===== src/design/asr_pkg.sv =====
package asr_pkg;
    localparam int unsigned ELEM_STAGES   = 32;
    localparam int unsigned HALF_STAGES   = 16;
    localparam int unsigned STAGE_AW      = 5;
    localparam int unsigned HALF_AW       = 4;
    localparam int unsigned NUM_ELEM      = 4;
    localparam int unsigned ELEM_SEL_W    = 2;
    localparam int unsigned TAP_AW        = STAGE_AW + ELEM_SEL_W;
    localparam int unsigned CHAIN_STAGES  = ELEM_STAGES * NUM_ELEM;
    localparam int unsigned FILL_W        = 8;
    localparam int unsigned FIFO_W        = 2;
    localparam int unsigned FIFO_DEPTH    = 16;
    localparam logic [FILL_W-1:0] FILL_RST       = 8'h00;
    localparam logic [FILL_W-1:0] FILL_FULL      = 8'h80;
    localparam logic [FILL_W-1:0] FILL_HALF      = 8'h10;
    localparam logic              LUT_LSB_TIE    = 1'b1;
    localparam logic              READY_RST      = 1'b1;
endpackage


===== src/design/asr_elem_if.sv =====
`timescale 1ns/1ns
interface asr_elem_if;
    logic                         shift_en;
    logic                         dual;
    logic                         ser_a;
    logic                         ser_b;
    logic [asr_pkg::STAGE_AW-1:0] addr;
    logic                         tap_a;
    logic                         tap_b;
    logic                         last;
    modport elem (input shift_en, input dual, input ser_a, input ser_b, input addr,
                  output tap_a, output tap_b, output last);
    modport ctl  (output shift_en, output dual, output ser_a, output ser_b, output addr,
                  input tap_a, input tap_b, input last);
endinterface


===== src/design/asr_fifo.sv =====
`timescale 1ns/1ns
module asr_fifo #(
    parameter int unsigned W     = 2,
    parameter int unsigned DEPTH = 16
) (
    input  wire logic         i_clk,
    input  wire logic         i_resetn,
    input  wire logic         i_valid,
    output logic              o_ready,
    input  wire logic [W-1:0] i_data,
    output logic              o_valid,
    input  wire logic         i_ready,
    output logic [W-1:0]      o_data
);
    import asr_pkg::*;
    localparam int unsigned AW = $clog2(DEPTH);
    localparam logic [AW:0] CNT_FULL = (AW+1)'(DEPTH);
    logic [W-1:0]  mem_r [DEPTH];
    logic [AW-1:0] wr_ptr_r;
    logic [AW-1:0] rd_ptr_r;
    logic [AW-1:0] rd_ptr_nxt;
    logic [W-1:0]  head_r;
    logic [W-1:0]  head_nxt;
    logic [AW:0]   cnt_r;
    logic [AW:0]   cnt_nxt;
    logic          ready_r;
    wire           push = i_valid && ready_r;
    wire           pop  = o_valid && i_ready;
    // occupancy after this edge
    assign cnt_nxt = cnt_r + (AW+1)'(push) - (AW+1)'(pop);
    assign o_ready = ready_r;
    assign o_valid = (cnt_r != '0);
    assign rd_ptr_nxt = pop ? rd_ptr_r + 1'b1 : rd_ptr_r;
    // head word after this edge; a write into the head slot bypasses the memory
    assign head_nxt = (push && wr_ptr_r == rd_ptr_nxt) ? i_data : mem_r[rd_ptr_nxt];
    assign o_data  = head_r;
    always_ff @(posedge i_clk) begin
        if (push) begin
            mem_r[wr_ptr_r] <= i_data;
        end
    end
    always_ff @(posedge i_clk or negedge i_resetn) begin
        if (!i_resetn) begin
            wr_ptr_r <= '0;
            rd_ptr_r <= '0;
            cnt_r    <= '0;
            ready_r  <= READY_RST;
            head_r   <= '0;
        end else begin
            wr_ptr_r <= push ? wr_ptr_r + 1'b1 : wr_ptr_r;
            rd_ptr_r <= rd_ptr_nxt;
            head_r   <= head_nxt;
            cnt_r    <= cnt_nxt;
            ready_r  <= (cnt_nxt != CNT_FULL);
        end
    end
    AST_FIFO_FULL_REFUSE: assert property (@(posedge i_clk) disable iff (!i_resetn)
        (cnt_r == CNT_FULL) |-> !o_ready)
        else $error("fifo ready while full");
    AST_FIFO_COUNT: assert property (@(posedge i_clk) disable iff (!i_resetn)
        (push && !pop) |=> (cnt_r == $past(cnt_r) + 1'b1))
        else $error("fifo count missed a push");
endmodule


===== src/design/asr_elem.sv =====
`timescale 1ns/1ns
module asr_elem (
    input  wire logic i_clk,
    input  wire logic i_resetn,
    asr_elem_if.elem  e
);
    import asr_pkg::*;
    logic [ELEM_STAGES-1:0] stage_r = '0;
    logic [ELEM_STAGES-1:0] stage_nxt;
    logic [STAGE_AW:0]      lut_idx;
    logic [STAGE_AW-1:0]    sel_full;
    logic [STAGE_AW-1:0]    sel_lo;
    logic [STAGE_AW-1:0]    sel_hi;
    // two split halves or one 32 stage line
    assign stage_nxt = e.dual
        ? {stage_r[ELEM_STAGES-2:HALF_STAGES], e.ser_b, stage_r[HALF_STAGES-2:0], e.ser_a}
        : {stage_r[ELEM_STAGES-2:0], e.ser_a};
    // no reset on the stages, single edge write
    always_ff @(posedge i_clk) begin
        if (e.shift_en) begin
            stage_r <= stage_nxt;
        end
    end
    assign lut_idx  = {e.addr, LUT_LSB_TIE};
    assign sel_full = lut_idx[STAGE_AW:1];
    assign sel_lo   = {1'b0, e.addr[HALF_AW-1:0]};
    assign sel_hi   = {1'b1, e.addr[HALF_AW-1:0]};
    assign e.tap_a  = e.dual ? stage_r[sel_lo] : stage_r[sel_full];
    assign e.tap_b  = e.dual ? stage_r[sel_hi] : 1'b0;
    assign e.last   = stage_r[ELEM_STAGES-1];
    AST_SHIFT_IN: assert property (@(posedge i_clk) disable iff (!i_resetn)
        e.shift_en |=> stage_r[0] == $past(e.ser_a))
        else $error("stage zero did not load serial input");
    AST_SHIFT_MOVE: assert property (@(posedge i_clk) disable iff (!i_resetn)
        (e.shift_en && !e.dual) |=> stage_r[ELEM_STAGES-1:1] == $past(stage_r[ELEM_STAGES-2:0]))
        else $error("stages did not move up by one");
    AST_NO_SHIFT_HOLD: assert property (@(posedge i_clk) disable iff (!i_resetn)
        !e.shift_en |=> $stable(stage_r))
        else $error("stages changed without a shift");
    AST_DUAL_HALF: assert property (@(posedge i_clk) disable iff (!i_resetn)
        (e.shift_en && e.dual) |=> stage_r[HALF_STAGES] == $past(e.ser_b))
        else $error("upper half did not load its own input");
endmodule


===== src/design/asr_top.sv =====
`timescale 1ns/1ns
// Behaviour
// - each element is a 32 stage shift line giving delays 1 to 32.
// - an enabled edge loads serial input to stage zero, others move up.
// - a 5 bit tap address picks which stage drives the tap output.
// - tap output follows the address combinationally, clock independent.
// - constant tap address N gives a fixed line of N plus one stages.
// - with constant address the tap changes only once per enabled shift.
// - cascade output always shows the last stage, updated each shift.
// - four elements chain cascade to serial input for up to 128 stages.
// - only the final element's cascade output is exposed.
// - stages have no set or reset; they change only by shifting.
// - the unused low lookup input is tied high.
// - an element may run as two independent 16 stage lines.
// - elements share one clock; writes happen on one edge with enable high.
module asr_top (
    input  wire logic                         i_ref_clk,
    input  wire logic                         i_resetn,
    input  wire logic                         i_in_valid,
    input  wire logic [asr_pkg::FIFO_W-1:0]   i_in_data,
    input  wire logic                         i_ce_used,
    input  wire logic                         i_shift_ce,
    input  wire logic                         i_dual_mode,
    input  wire logic [asr_pkg::TAP_AW-1:0]   i_tap_addr,
    output logic                              o_in_ready,
    output logic                              o_tap_out,
    output logic                              o_tap_b_out,
    output logic                              o_tap_reg,
    output logic                              o_tap_b_reg,
    output logic                              o_cascade_out,
    output logic                              o_shift_pulse,
    output logic                              o_chain_primed
);
    import asr_pkg::*;

    // fill tracking states
    typedef enum logic [1:0] {
        ASR_EMPTY   = 2'b00,
        ASR_FILLING = 2'b01,
        ASR_PRIMED  = 2'b10
    } asr_fill_t;

    // segment muxes: low pair, high pair, then top
    function automatic logic seg_mux(
        input logic [NUM_ELEM-1:0]   taps,
        input logic [ELEM_SEL_W-1:0] sel
    );
        logic segment_mux_low;
        logic segment_mux_high;
        logic segment_mux_top;
        segment_mux_low  = sel[0] ? taps[1] : taps[0];
        segment_mux_high = sel[0] ? taps[3] : taps[2];
        segment_mux_top  = sel[1] ? segment_mux_high : segment_mux_low;
        return segment_mux_top;
    endfunction

    // stream buffer wires
    logic                  fifo_valid;
    logic [FIFO_W-1:0]     fifo_data;
    logic                  fifo_in_ready;

    // enable and shift decode
    logic                  ce_eff;
    logic                  shift_w;

    // per element taps
    logic [NUM_ELEM-1:0]   tap_a_vec;
    logic [NUM_ELEM-1:0]   tap_b_vec;
    logic [NUM_ELEM-1:0]   last_vec;

    // address split
    logic [STAGE_AW-1:0]   stage_addr;
    logic [ELEM_SEL_W-1:0] elem_sel;

    // selected taps
    logic                  tap_a_sel;
    logic                  tap_b_sel;

    // registered state and its next-state logic
    logic                  tap_reg_r;
    logic                  tap_b_reg_r;
    logic                  shift_pulse_r;
    logic [FILL_W-1:0]     fill_r;
    logic [FILL_W-1:0]     fill_nxt;
    logic [FILL_W-1:0]     fill_target;
    asr_fill_t             fill_state_r;
    asr_fill_t             fill_state_nxt;
    logic                  primed_r;

    asr_elem_if e_if [NUM_ELEM] ();

    asr_fifo #(
        .W     (FIFO_W),
        .DEPTH (FIFO_DEPTH)
    ) u_fifo (
        .i_clk    (i_ref_clk),
        .i_resetn (i_resetn),
        .i_valid  (i_in_valid),
        .o_ready  (fifo_in_ready),
        .i_data   (i_in_data),
        .o_valid  (fifo_valid),
        .i_ready  (ce_eff),
        .o_data   (fifo_data)
    );

    // clock enable: absent enable means always on
    assign ce_eff  = !i_ce_used || i_shift_ce;
    assign shift_w = fifo_valid && ce_eff;

    // address split into element select and stage
    assign stage_addr = i_tap_addr[STAGE_AW-1:0];
    assign elem_sel   = i_tap_addr[TAP_AW-1:STAGE_AW];

    genvar k;
    generate
        for (k = 0; k < NUM_ELEM; k++) begin : g_elem
            assign e_if[k].shift_en = shift_w;
            assign e_if[k].dual     = i_dual_mode;
            assign e_if[k].addr     = stage_addr;
            assign e_if[k].ser_b    = fifo_data[1];
            if (k == 0) begin : g_head
                assign e_if[k].ser_a = fifo_data[0];
            end else begin : g_link
                // cascade of previous element feeds this one; in dual mode fifo_data[0] does
                assign e_if[k].ser_a = i_dual_mode ? fifo_data[0] : last_vec[k-1];
            end
            assign tap_a_vec[k] = e_if[k].tap_a;
            assign tap_b_vec[k] = e_if[k].tap_b;
            assign last_vec[k]  = e_if[k].last;
            asr_elem u_elem (
                .i_clk    (i_ref_clk),
                .i_resetn (i_resetn),
                .e        (e_if[k])
            );
        end
    endgenerate

    // tap selection through the segment muxes
    assign tap_a_sel = seg_mux(tap_a_vec, elem_sel);
    assign tap_b_sel = seg_mux(tap_b_vec, elem_sel);

    // fill level tracking, saturating at chain length of 128, or at 16 in dual mode
    assign fill_target    = i_dual_mode ? FILL_HALF : FILL_FULL;
    assign fill_nxt       = (shift_w && fill_r < fill_target) ? fill_r + 1'b1 : fill_r;
    assign fill_state_nxt = next_fill_state(fill_state_r, fill_nxt, fill_target);

    function automatic asr_fill_t next_fill_state(
        input asr_fill_t         cur,
        input logic [FILL_W-1:0] lvl,
        input logic [FILL_W-1:0] tgt
    );
        asr_fill_t nxt;
        nxt = cur;
        case (cur)
            ASR_EMPTY: begin
                if (lvl != FILL_RST) begin
                    nxt = ASR_FILLING;
                end
            end
            ASR_FILLING: begin
                if (lvl >= tgt) begin
                    nxt = ASR_PRIMED;
                end
            end
            ASR_PRIMED: begin
                if (lvl < tgt) begin
                    nxt = ASR_FILLING;
                end
            end
            default: begin
                nxt = ASR_EMPTY;
            end
        endcase
        return nxt;
    endfunction

    always_ff @(posedge i_ref_clk or negedge i_resetn) begin
        if (!i_resetn) begin
            tap_reg_r   <= 1'b0;
            tap_b_reg_r <= 1'b0;
        end else begin
            tap_reg_r   <= tap_a_sel;
            tap_b_reg_r <= tap_b_sel;
        end
    end

    always_ff @(posedge i_ref_clk or negedge i_resetn) begin
        if (!i_resetn) begin
            shift_pulse_r <= 1'b0;
            fill_r        <= FILL_RST;
            fill_state_r  <= ASR_EMPTY;
            primed_r      <= 1'b0;
        end else begin
            shift_pulse_r <= shift_w;
            fill_r        <= fill_nxt;
            fill_state_r  <= fill_state_nxt;
            primed_r      <= (fill_state_nxt == ASR_PRIMED);
        end
    end

    // outputs; o_tap_out and o_tap_b_out are combinational by nature
    assign o_in_ready     = fifo_in_ready;
    assign o_tap_out      = tap_a_sel;
    assign o_tap_b_out    = tap_b_sel;
    assign o_tap_reg      = tap_reg_r;
    assign o_tap_b_reg    = tap_b_reg_r;
    assign o_cascade_out  = last_vec[NUM_ELEM-1];
    assign o_shift_pulse  = shift_pulse_r;
    assign o_chain_primed = primed_r;

    AST_STATIC_TAP: assert property (@(posedge i_ref_clk) disable iff (!i_resetn)
        (!shift_w ##1 $stable(i_tap_addr)) |-> $stable(o_tap_out))
        else $error("tap changed without shift or address change");

    AST_CASCADE_HOLD: assert property (@(posedge i_ref_clk) disable iff (!i_resetn)
        !shift_w |=> $stable(o_cascade_out))
        else $error("cascade output changed without a shift");

    AST_CHAIN_LINK: assert property (@(posedge i_ref_clk) disable iff (!i_resetn)
        (shift_w && !i_dual_mode && i_tap_addr == 7'h20) |=> o_tap_out == $past(last_vec[0])
            || !$stable(i_tap_addr) || i_dual_mode)
        else $error("chain link broken");

    AST_CASCADE_FROM_PREV: assert property (@(posedge i_ref_clk) disable iff (!i_resetn)
        (shift_w && !i_dual_mode) |=> o_cascade_out == $past(e_if[NUM_ELEM-1].tap_a)
            || $past(stage_addr) != 5'h1e)
        else $error("cascade did not take stage thirty");

    AST_CE_UNUSED: assert property (@(posedge i_ref_clk) disable iff (!i_resetn)
        (!i_ce_used && fifo_valid) |=> o_shift_pulse)
        else $error("no shift with enable unused");

    AST_REG_TAP: assert property (@(posedge i_ref_clk) disable iff (!i_resetn)
        1'b1 |=> o_tap_reg == $past(o_tap_out))
        else $error("registered tap is not one cycle late");

    AST_ADDR_DELAY: assert property (@(posedge i_ref_clk) disable iff (!i_resetn)
        (shift_w && !i_dual_mode && i_tap_addr == 7'h00) |=> o_tap_out == $past(fifo_data[0])
            || !$stable(i_tap_addr) || i_dual_mode)
        else $error("address zero is not a one stage line");

    AST_PRIMED_FILL: assert property (@(posedge i_ref_clk) disable iff (!i_resetn)
        o_chain_primed |-> fill_r >= fill_target || !$stable(i_dual_mode))
        else $error("primed flag without full chain");

    AST_CHAIN_LINK_TWO: assert property (@(posedge i_ref_clk) disable iff (!i_resetn)
        (shift_w && !i_dual_mode && i_tap_addr == 7'h40) |=> o_tap_out == $past(last_vec[1])
            || !$stable(i_tap_addr) || i_dual_mode)
        else $error("second chain link broken");

    AST_CHAIN_LINK_THREE: assert property (@(posedge i_ref_clk) disable iff (!i_resetn)
        (shift_w && !i_dual_mode && i_tap_addr == 7'h60) |=> o_tap_out == $past(last_vec[2])
            || !$stable(i_tap_addr) || i_dual_mode)
        else $error("third chain link broken");

    AST_CE_STALL: assert property (@(posedge i_ref_clk) disable iff (!i_resetn)
        (i_ce_used && !i_shift_ce) |=> !o_shift_pulse)
        else $error("shift while enable low");

    AST_CE_SHIFT: assert property (@(posedge i_ref_clk) disable iff (!i_resetn)
        (i_ce_used && i_shift_ce && fifo_valid) |=> o_shift_pulse)
        else $error("no shift with enable high");

    AST_TAP_B_IDLE: assert property (@(posedge i_ref_clk) disable iff (!i_resetn)
        !i_dual_mode |-> !o_tap_b_out)
        else $error("upper tap active outside split mode");

    AST_DUAL_SPLIT: assert property (@(posedge i_ref_clk) disable iff (!i_resetn)
        (shift_w && i_dual_mode && i_tap_addr[3:0] == 4'h0)
            |=> o_tap_b_out == $past(fifo_data[1]) || !$stable(i_tap_addr) || !i_dual_mode)
        else $error("upper half did not start at its own input");

    AST_DUAL_NO_CHAIN: assert property (@(posedge i_ref_clk) disable iff (!i_resetn)
        (shift_w && i_dual_mode && i_tap_addr == 7'h20)
            |=> o_tap_out == $past(fifo_data[0]) || !$stable(i_tap_addr) || !i_dual_mode)
        else $error("split element took a chained input");

    AST_STALL_TAP: assert property (@(posedge i_ref_clk) disable iff (!i_resetn)
        ((i_ce_used && !i_shift_ce) ##1 ($stable(i_tap_addr) && $stable(i_dual_mode)))
            |-> $stable(o_tap_out))
        else $error("tap moved during a stall");

    AST_PRIMED_RISE: assert property (@(posedge i_ref_clk) disable iff (!i_resetn)
        $rose(o_chain_primed) |-> $past(shift_w) || $past(i_dual_mode))
        else $error("primed without a shift");

    AST_DUAL_CASCADE: assert property (@(posedge i_ref_clk) disable iff (!i_resetn)
        (shift_w && i_dual_mode && stage_addr[3:0] == 4'he)
            |=> o_cascade_out == $past(e_if[NUM_ELEM-1].tap_b) || !i_dual_mode)
        else $error("split cascade did not take stage thirty");

    AST_FILL_STEP: assert property (@(posedge i_ref_clk) disable iff (!i_resetn)
        (shift_w && fill_r < fill_target) |=> fill_r == $past(fill_r) + 8'h01)
        else $error("fill level missed a shift");

    AST_REG_TAP_B: assert property (@(posedge i_ref_clk) disable iff (!i_resetn)
        1'b1 |=> o_tap_b_reg == $past(o_tap_b_out))
        else $error("registered upper tap is not one cycle late");

    AST_ADDR_LAST: assert property (@(posedge i_ref_clk) disable iff (!i_resetn)
        (!i_dual_mode && i_tap_addr == 7'h1f) |-> o_tap_out == last_vec[0])
        else $error("address thirty-one does not show the last stage");
endmodule


===== config.mk =====
export PLATFORM = sky130hd
export DESIGN_NAME = asr_top
export DESIGN_NICKNAME = d
export VERILOG_FILES = /design/src/design/asr_pkg.sv /design/src/design/asr_elem_if.sv /design/src/design/asr_fifo.sv /design/src/design/asr_elem.sv /design/src/design/asr_top.sv
export SDC_FILE = /design/constraint.sdc
export NUM_CORES = 1
export LEC_CHECK = 0
export BUFFER_PORTS_ARGS = -buffer_cell sky130_fd_sc_hd__buf_2
export CORE_MARGIN = 10
export CORE_UTILIZATION = 45
export DETAILED_ROUTE_END_ITERATION = 8
export PLACE_DENSITY = 0.58
export SLEW_MARGIN = 5
export SYNTH_ARGS = -nofsm -noshare
export SYNTH_HDL_FRONTEND = slang
export SYNTH_SLANG_ARGS = --single-unit

===== constraint.sdc =====
create_clock -name i_ref_clk -period 8.8 [get_ports i_ref_clk]
set_input_delay 2.64 -clock i_ref_clk [delete_from_list [all_inputs] [get_ports i_ref_clk]]
set_output_delay 2.64 -clock i_ref_clk [all_outputs]
set_load 0.01 [all_outputs]

==> impl_metrics.csv <==
group,metric,value,unit
route,drtPass1Iterations,4,
yosys,async_reset_ff_frac,0.158,
global_route,grt_pass1_wl,25900,um
yosys,ys_dominant_reg_cell,"edfxtp_1",
global_route,grt_max_degree,74,
global_route,overflow,0,
cells_and_area,num-fill-cells,1549,
cells_and_area,largest_reg_flops,128,
power,p_per_area,337,nW/um^2
cells_and_area,nets,584,
min_path,hold_path_class,"flop to flop",
clock_network,ctsRootBufferMaster,"clkbuf_16",
global_route,grt_pass1_vias,4774,
worst_setup_path,crit_path_max_fanout,20,
power,p_leak,0.00345,uW
yosys,postSynthCellCount,533,
sta,setup_slack,1.29,ns
worst_setup_path,startpoint,"i_tap_addr[0]",
flow_run,maxCapViolCount,0,
route,drtIter0Drc,359,
sta,slew_viol_final,0,
sta,skew,0.00938,ns
sta,fin_tns_setup,0,ns
sta,post-route-period-util,0.854,
cells_and_area,antenna_cells,0,
yosys,synth_fp_nets,564,
place,hpwl,10300,um
yosys,ys_warn_count,0,
min_path,min_to,"g_elem[0].u_elem.stage_r[5]$_DFFE_PN_",
clock_network,cts.clk_slew.worst_paths,0.07,ns
min_path,holdPathStages,0,
sta,rsz0062_at_grt,"no",
sta,fin_crit,7.51,ns
clock_network,cts_setup_buffers,0,
cells_and_area,largestRegisters,"g_elem.u_elem.stage_r x128, u_fifo.mem_r x32, fill_r x8",
worst_setup_path,critPathKind,"primary input to output port",
clock_network,cts_resized,0,
yosys,synth.distinct_cells,60,
clock_network,clock_path_buffers,2,
worst_setup_path,reg2reg_slack,5.24,ns
cells_and_area,areaGrowthSynthToFinish,10.6,%
route,via_per_inst,5.66,
floorplanning,initial_core_util,0.456,
floorplanning,die-width,157,um
floorplanning,die_h,157,um
min_path,hp-start,"g_elem[0].u_elem.stage_r[4]$_DFFE_PN_",
sta,setup_viol,0,
clock_network,cts_tree,"done",
yosys,yosysTopAreaCell,"edfxtp_1",
floorplanning,io_pins,23,
run_status,status,"finished clean",
worst_setup_path,worstReg2RegEnd,"g_elem[0].u_elem.stage_r[20]$_DFFE_PN_",
clock_network,insertion_delay,0.43,ns
worst_setup_path,crit_arrival,4.87,ns
cells_and_area,seqCellArea,5560,sq um
yosys,synth_area_leaders,"edfxtp_1 (56%), dfrtp_1 (8.5%), mux4_2 (8.5%)",
route,drt_drc_violations_left,0,
clock_network,postCtsHoldBufs,0,
yosys,syn_area,8510,sq um
place,place_ws,1.19,ns
sta,max_freq,133,MHz
clock_network,cts.sinks,190,
place,place_congestion,0.788,
worst_setup_path,r2r_start,"u_fifo.cnt_r[2]$_DFF_PN0_",
yosys,ys_seq_area_frac,0.653,
worst_setup_path,required,6.16,ns
yosys,synth_seq_cells,190,
worst_setup_path,worstRegToRegCells,7,
clock_network,numCtsBuffers,17,
route,drt_wl_total,15600,um
cells_and_area,utilization,0.505,
cells_and_area,drive_gt1_frac,0.200,
floorplanning,dieArea,24800,sq um
global_route,antenna_found_initial,0,
route,ant_nets,0,
cells_and_area,multi_input_area,2750,sq um
worst_setup_path,critPathLaunchType,"primary input",
yosys,synth-edff-count,160,
yosys,syn_avg_cell_area,16.0,sq um
place,io_buffers,22,
floorplanning,design.core.area,18600,sq um
route,num_vias,4524,
route,wire_per_inst,19.5,um
floorplanning,num_rows,50,
yosys,netlist.area_leader.share,0.565,
sta,tightest_slew,0.930,ns
cells_and_area,top_register,"g_elem.u_elem.stage_r",
clock_network,htreeDepth,4,
sta,slew_headroom,0.380,
power,ir_drop,0.153,mV
sta,final-hold-violation-count,0,
worst_setup_path,cp-end-kind,"output port",
global_route,track_usage,0.134,
## placed cells by master (no fill, tap or decap), types with 17 or more instances in the layout
cell and instances:
a211oi_1 18, xnor2_1 19, buf_2 22, o21ai_0 25, mux4_2 32, mux2i_1 25
inv_1 23, clkbuf_16 17, dfrtp_1 29, nor2b_1 26, edfxtp_1 160
## where the power goes
group          total, uW  leakage [uW]  internal (uW)  switching (uW)
combinational        839       0.00121            396             443
sequential          1560       0.00196           1350             214
clock                768      0.000286            424             344
total               3170       0.00345           2170            1000
## through the flow
stage                     power, uW  std cells  hold WS [ns]  area, sq um
after floorplan                2180        533         0.421         8510
after global placement         2390        768         0.428         8830
after detailed placement       2420        768         0.427         8830
after CTS                      3190        799         0.447         9410
after global routing           3360        799         0.457         9410
final                          3170        799         0.444         9410
## cell families (layout without fill, tap and decap cells)
group	after synthesis	in the layout	share of synthesized area
compound gates	80	80	0.0678
flops	190	190	0.653
fa+ha+maj	16	16	0.0244
mux	69	69	0.130
simple gates	104	104	0.0734
buf+inv	49	81	0.0237
xor+xnor	25	25	0.0275
## cell type report
class	instances	area share
clock inverter	14	0.0166
multi-input combinational	294	0.292
tap	234	0.0311
timing repair buffer	26	0.0149
inverter	24	0.00984
clock buffer	17	0.0452
sequential	190	0.590
## synthesized netlist by cell type, types with 5 or more instances
library cell / n
clkbuf_1: 15
a211oi_1: 18
nor2b_1: 26
buf_2: 5
inv_1: 23
mux4_2: 32
mux2i_1: 25
o21ai_0: 25
a21oi_1: 5
ha_1: 15
mux2_2: 12
dfrtp_1: 29
nor2_1: 11
xnor2_1: 19
nand3_1: 9
nand2_1: 10
edfxtp_1: 160
and3_1: 9
and2_1: 16
## worst max-delay path: stages
cell and delay [ns]:
buf_2 0.53, buf_4 0.34, mux4_2 0.52, mux2i_1 0.14
mux2i_1 0.09, mux2i_1 0.14, mux2_2 0.19, o211ai_1 0.10
buf_2 0.16
## worst max-delay path by stage
stage	end	slack, ns
after global routing	o_tap_out	1.0
final	o_tap_out	1.29
after detailed placement	o_tap_out	1.19
after CTS	o_tap_out	1.20
after floorplan	u_fifo.o_ready$_DFF_PN1_	0.13
after global placement	o_tap_out	1.23
## per-layer routing
layer / vias to the layer above / GRT usage / part of all wire
met1: 2329 / 0.178 / 0.47
met5: - / 0 / 0
met2: 66 / 0.210 / 0.48
met3: 19 / 0.0366 / 0.037
li1: 2110 / - / -
met4: 0 / 0.0405 / 0.013
(Power assumes the default switching activity.)
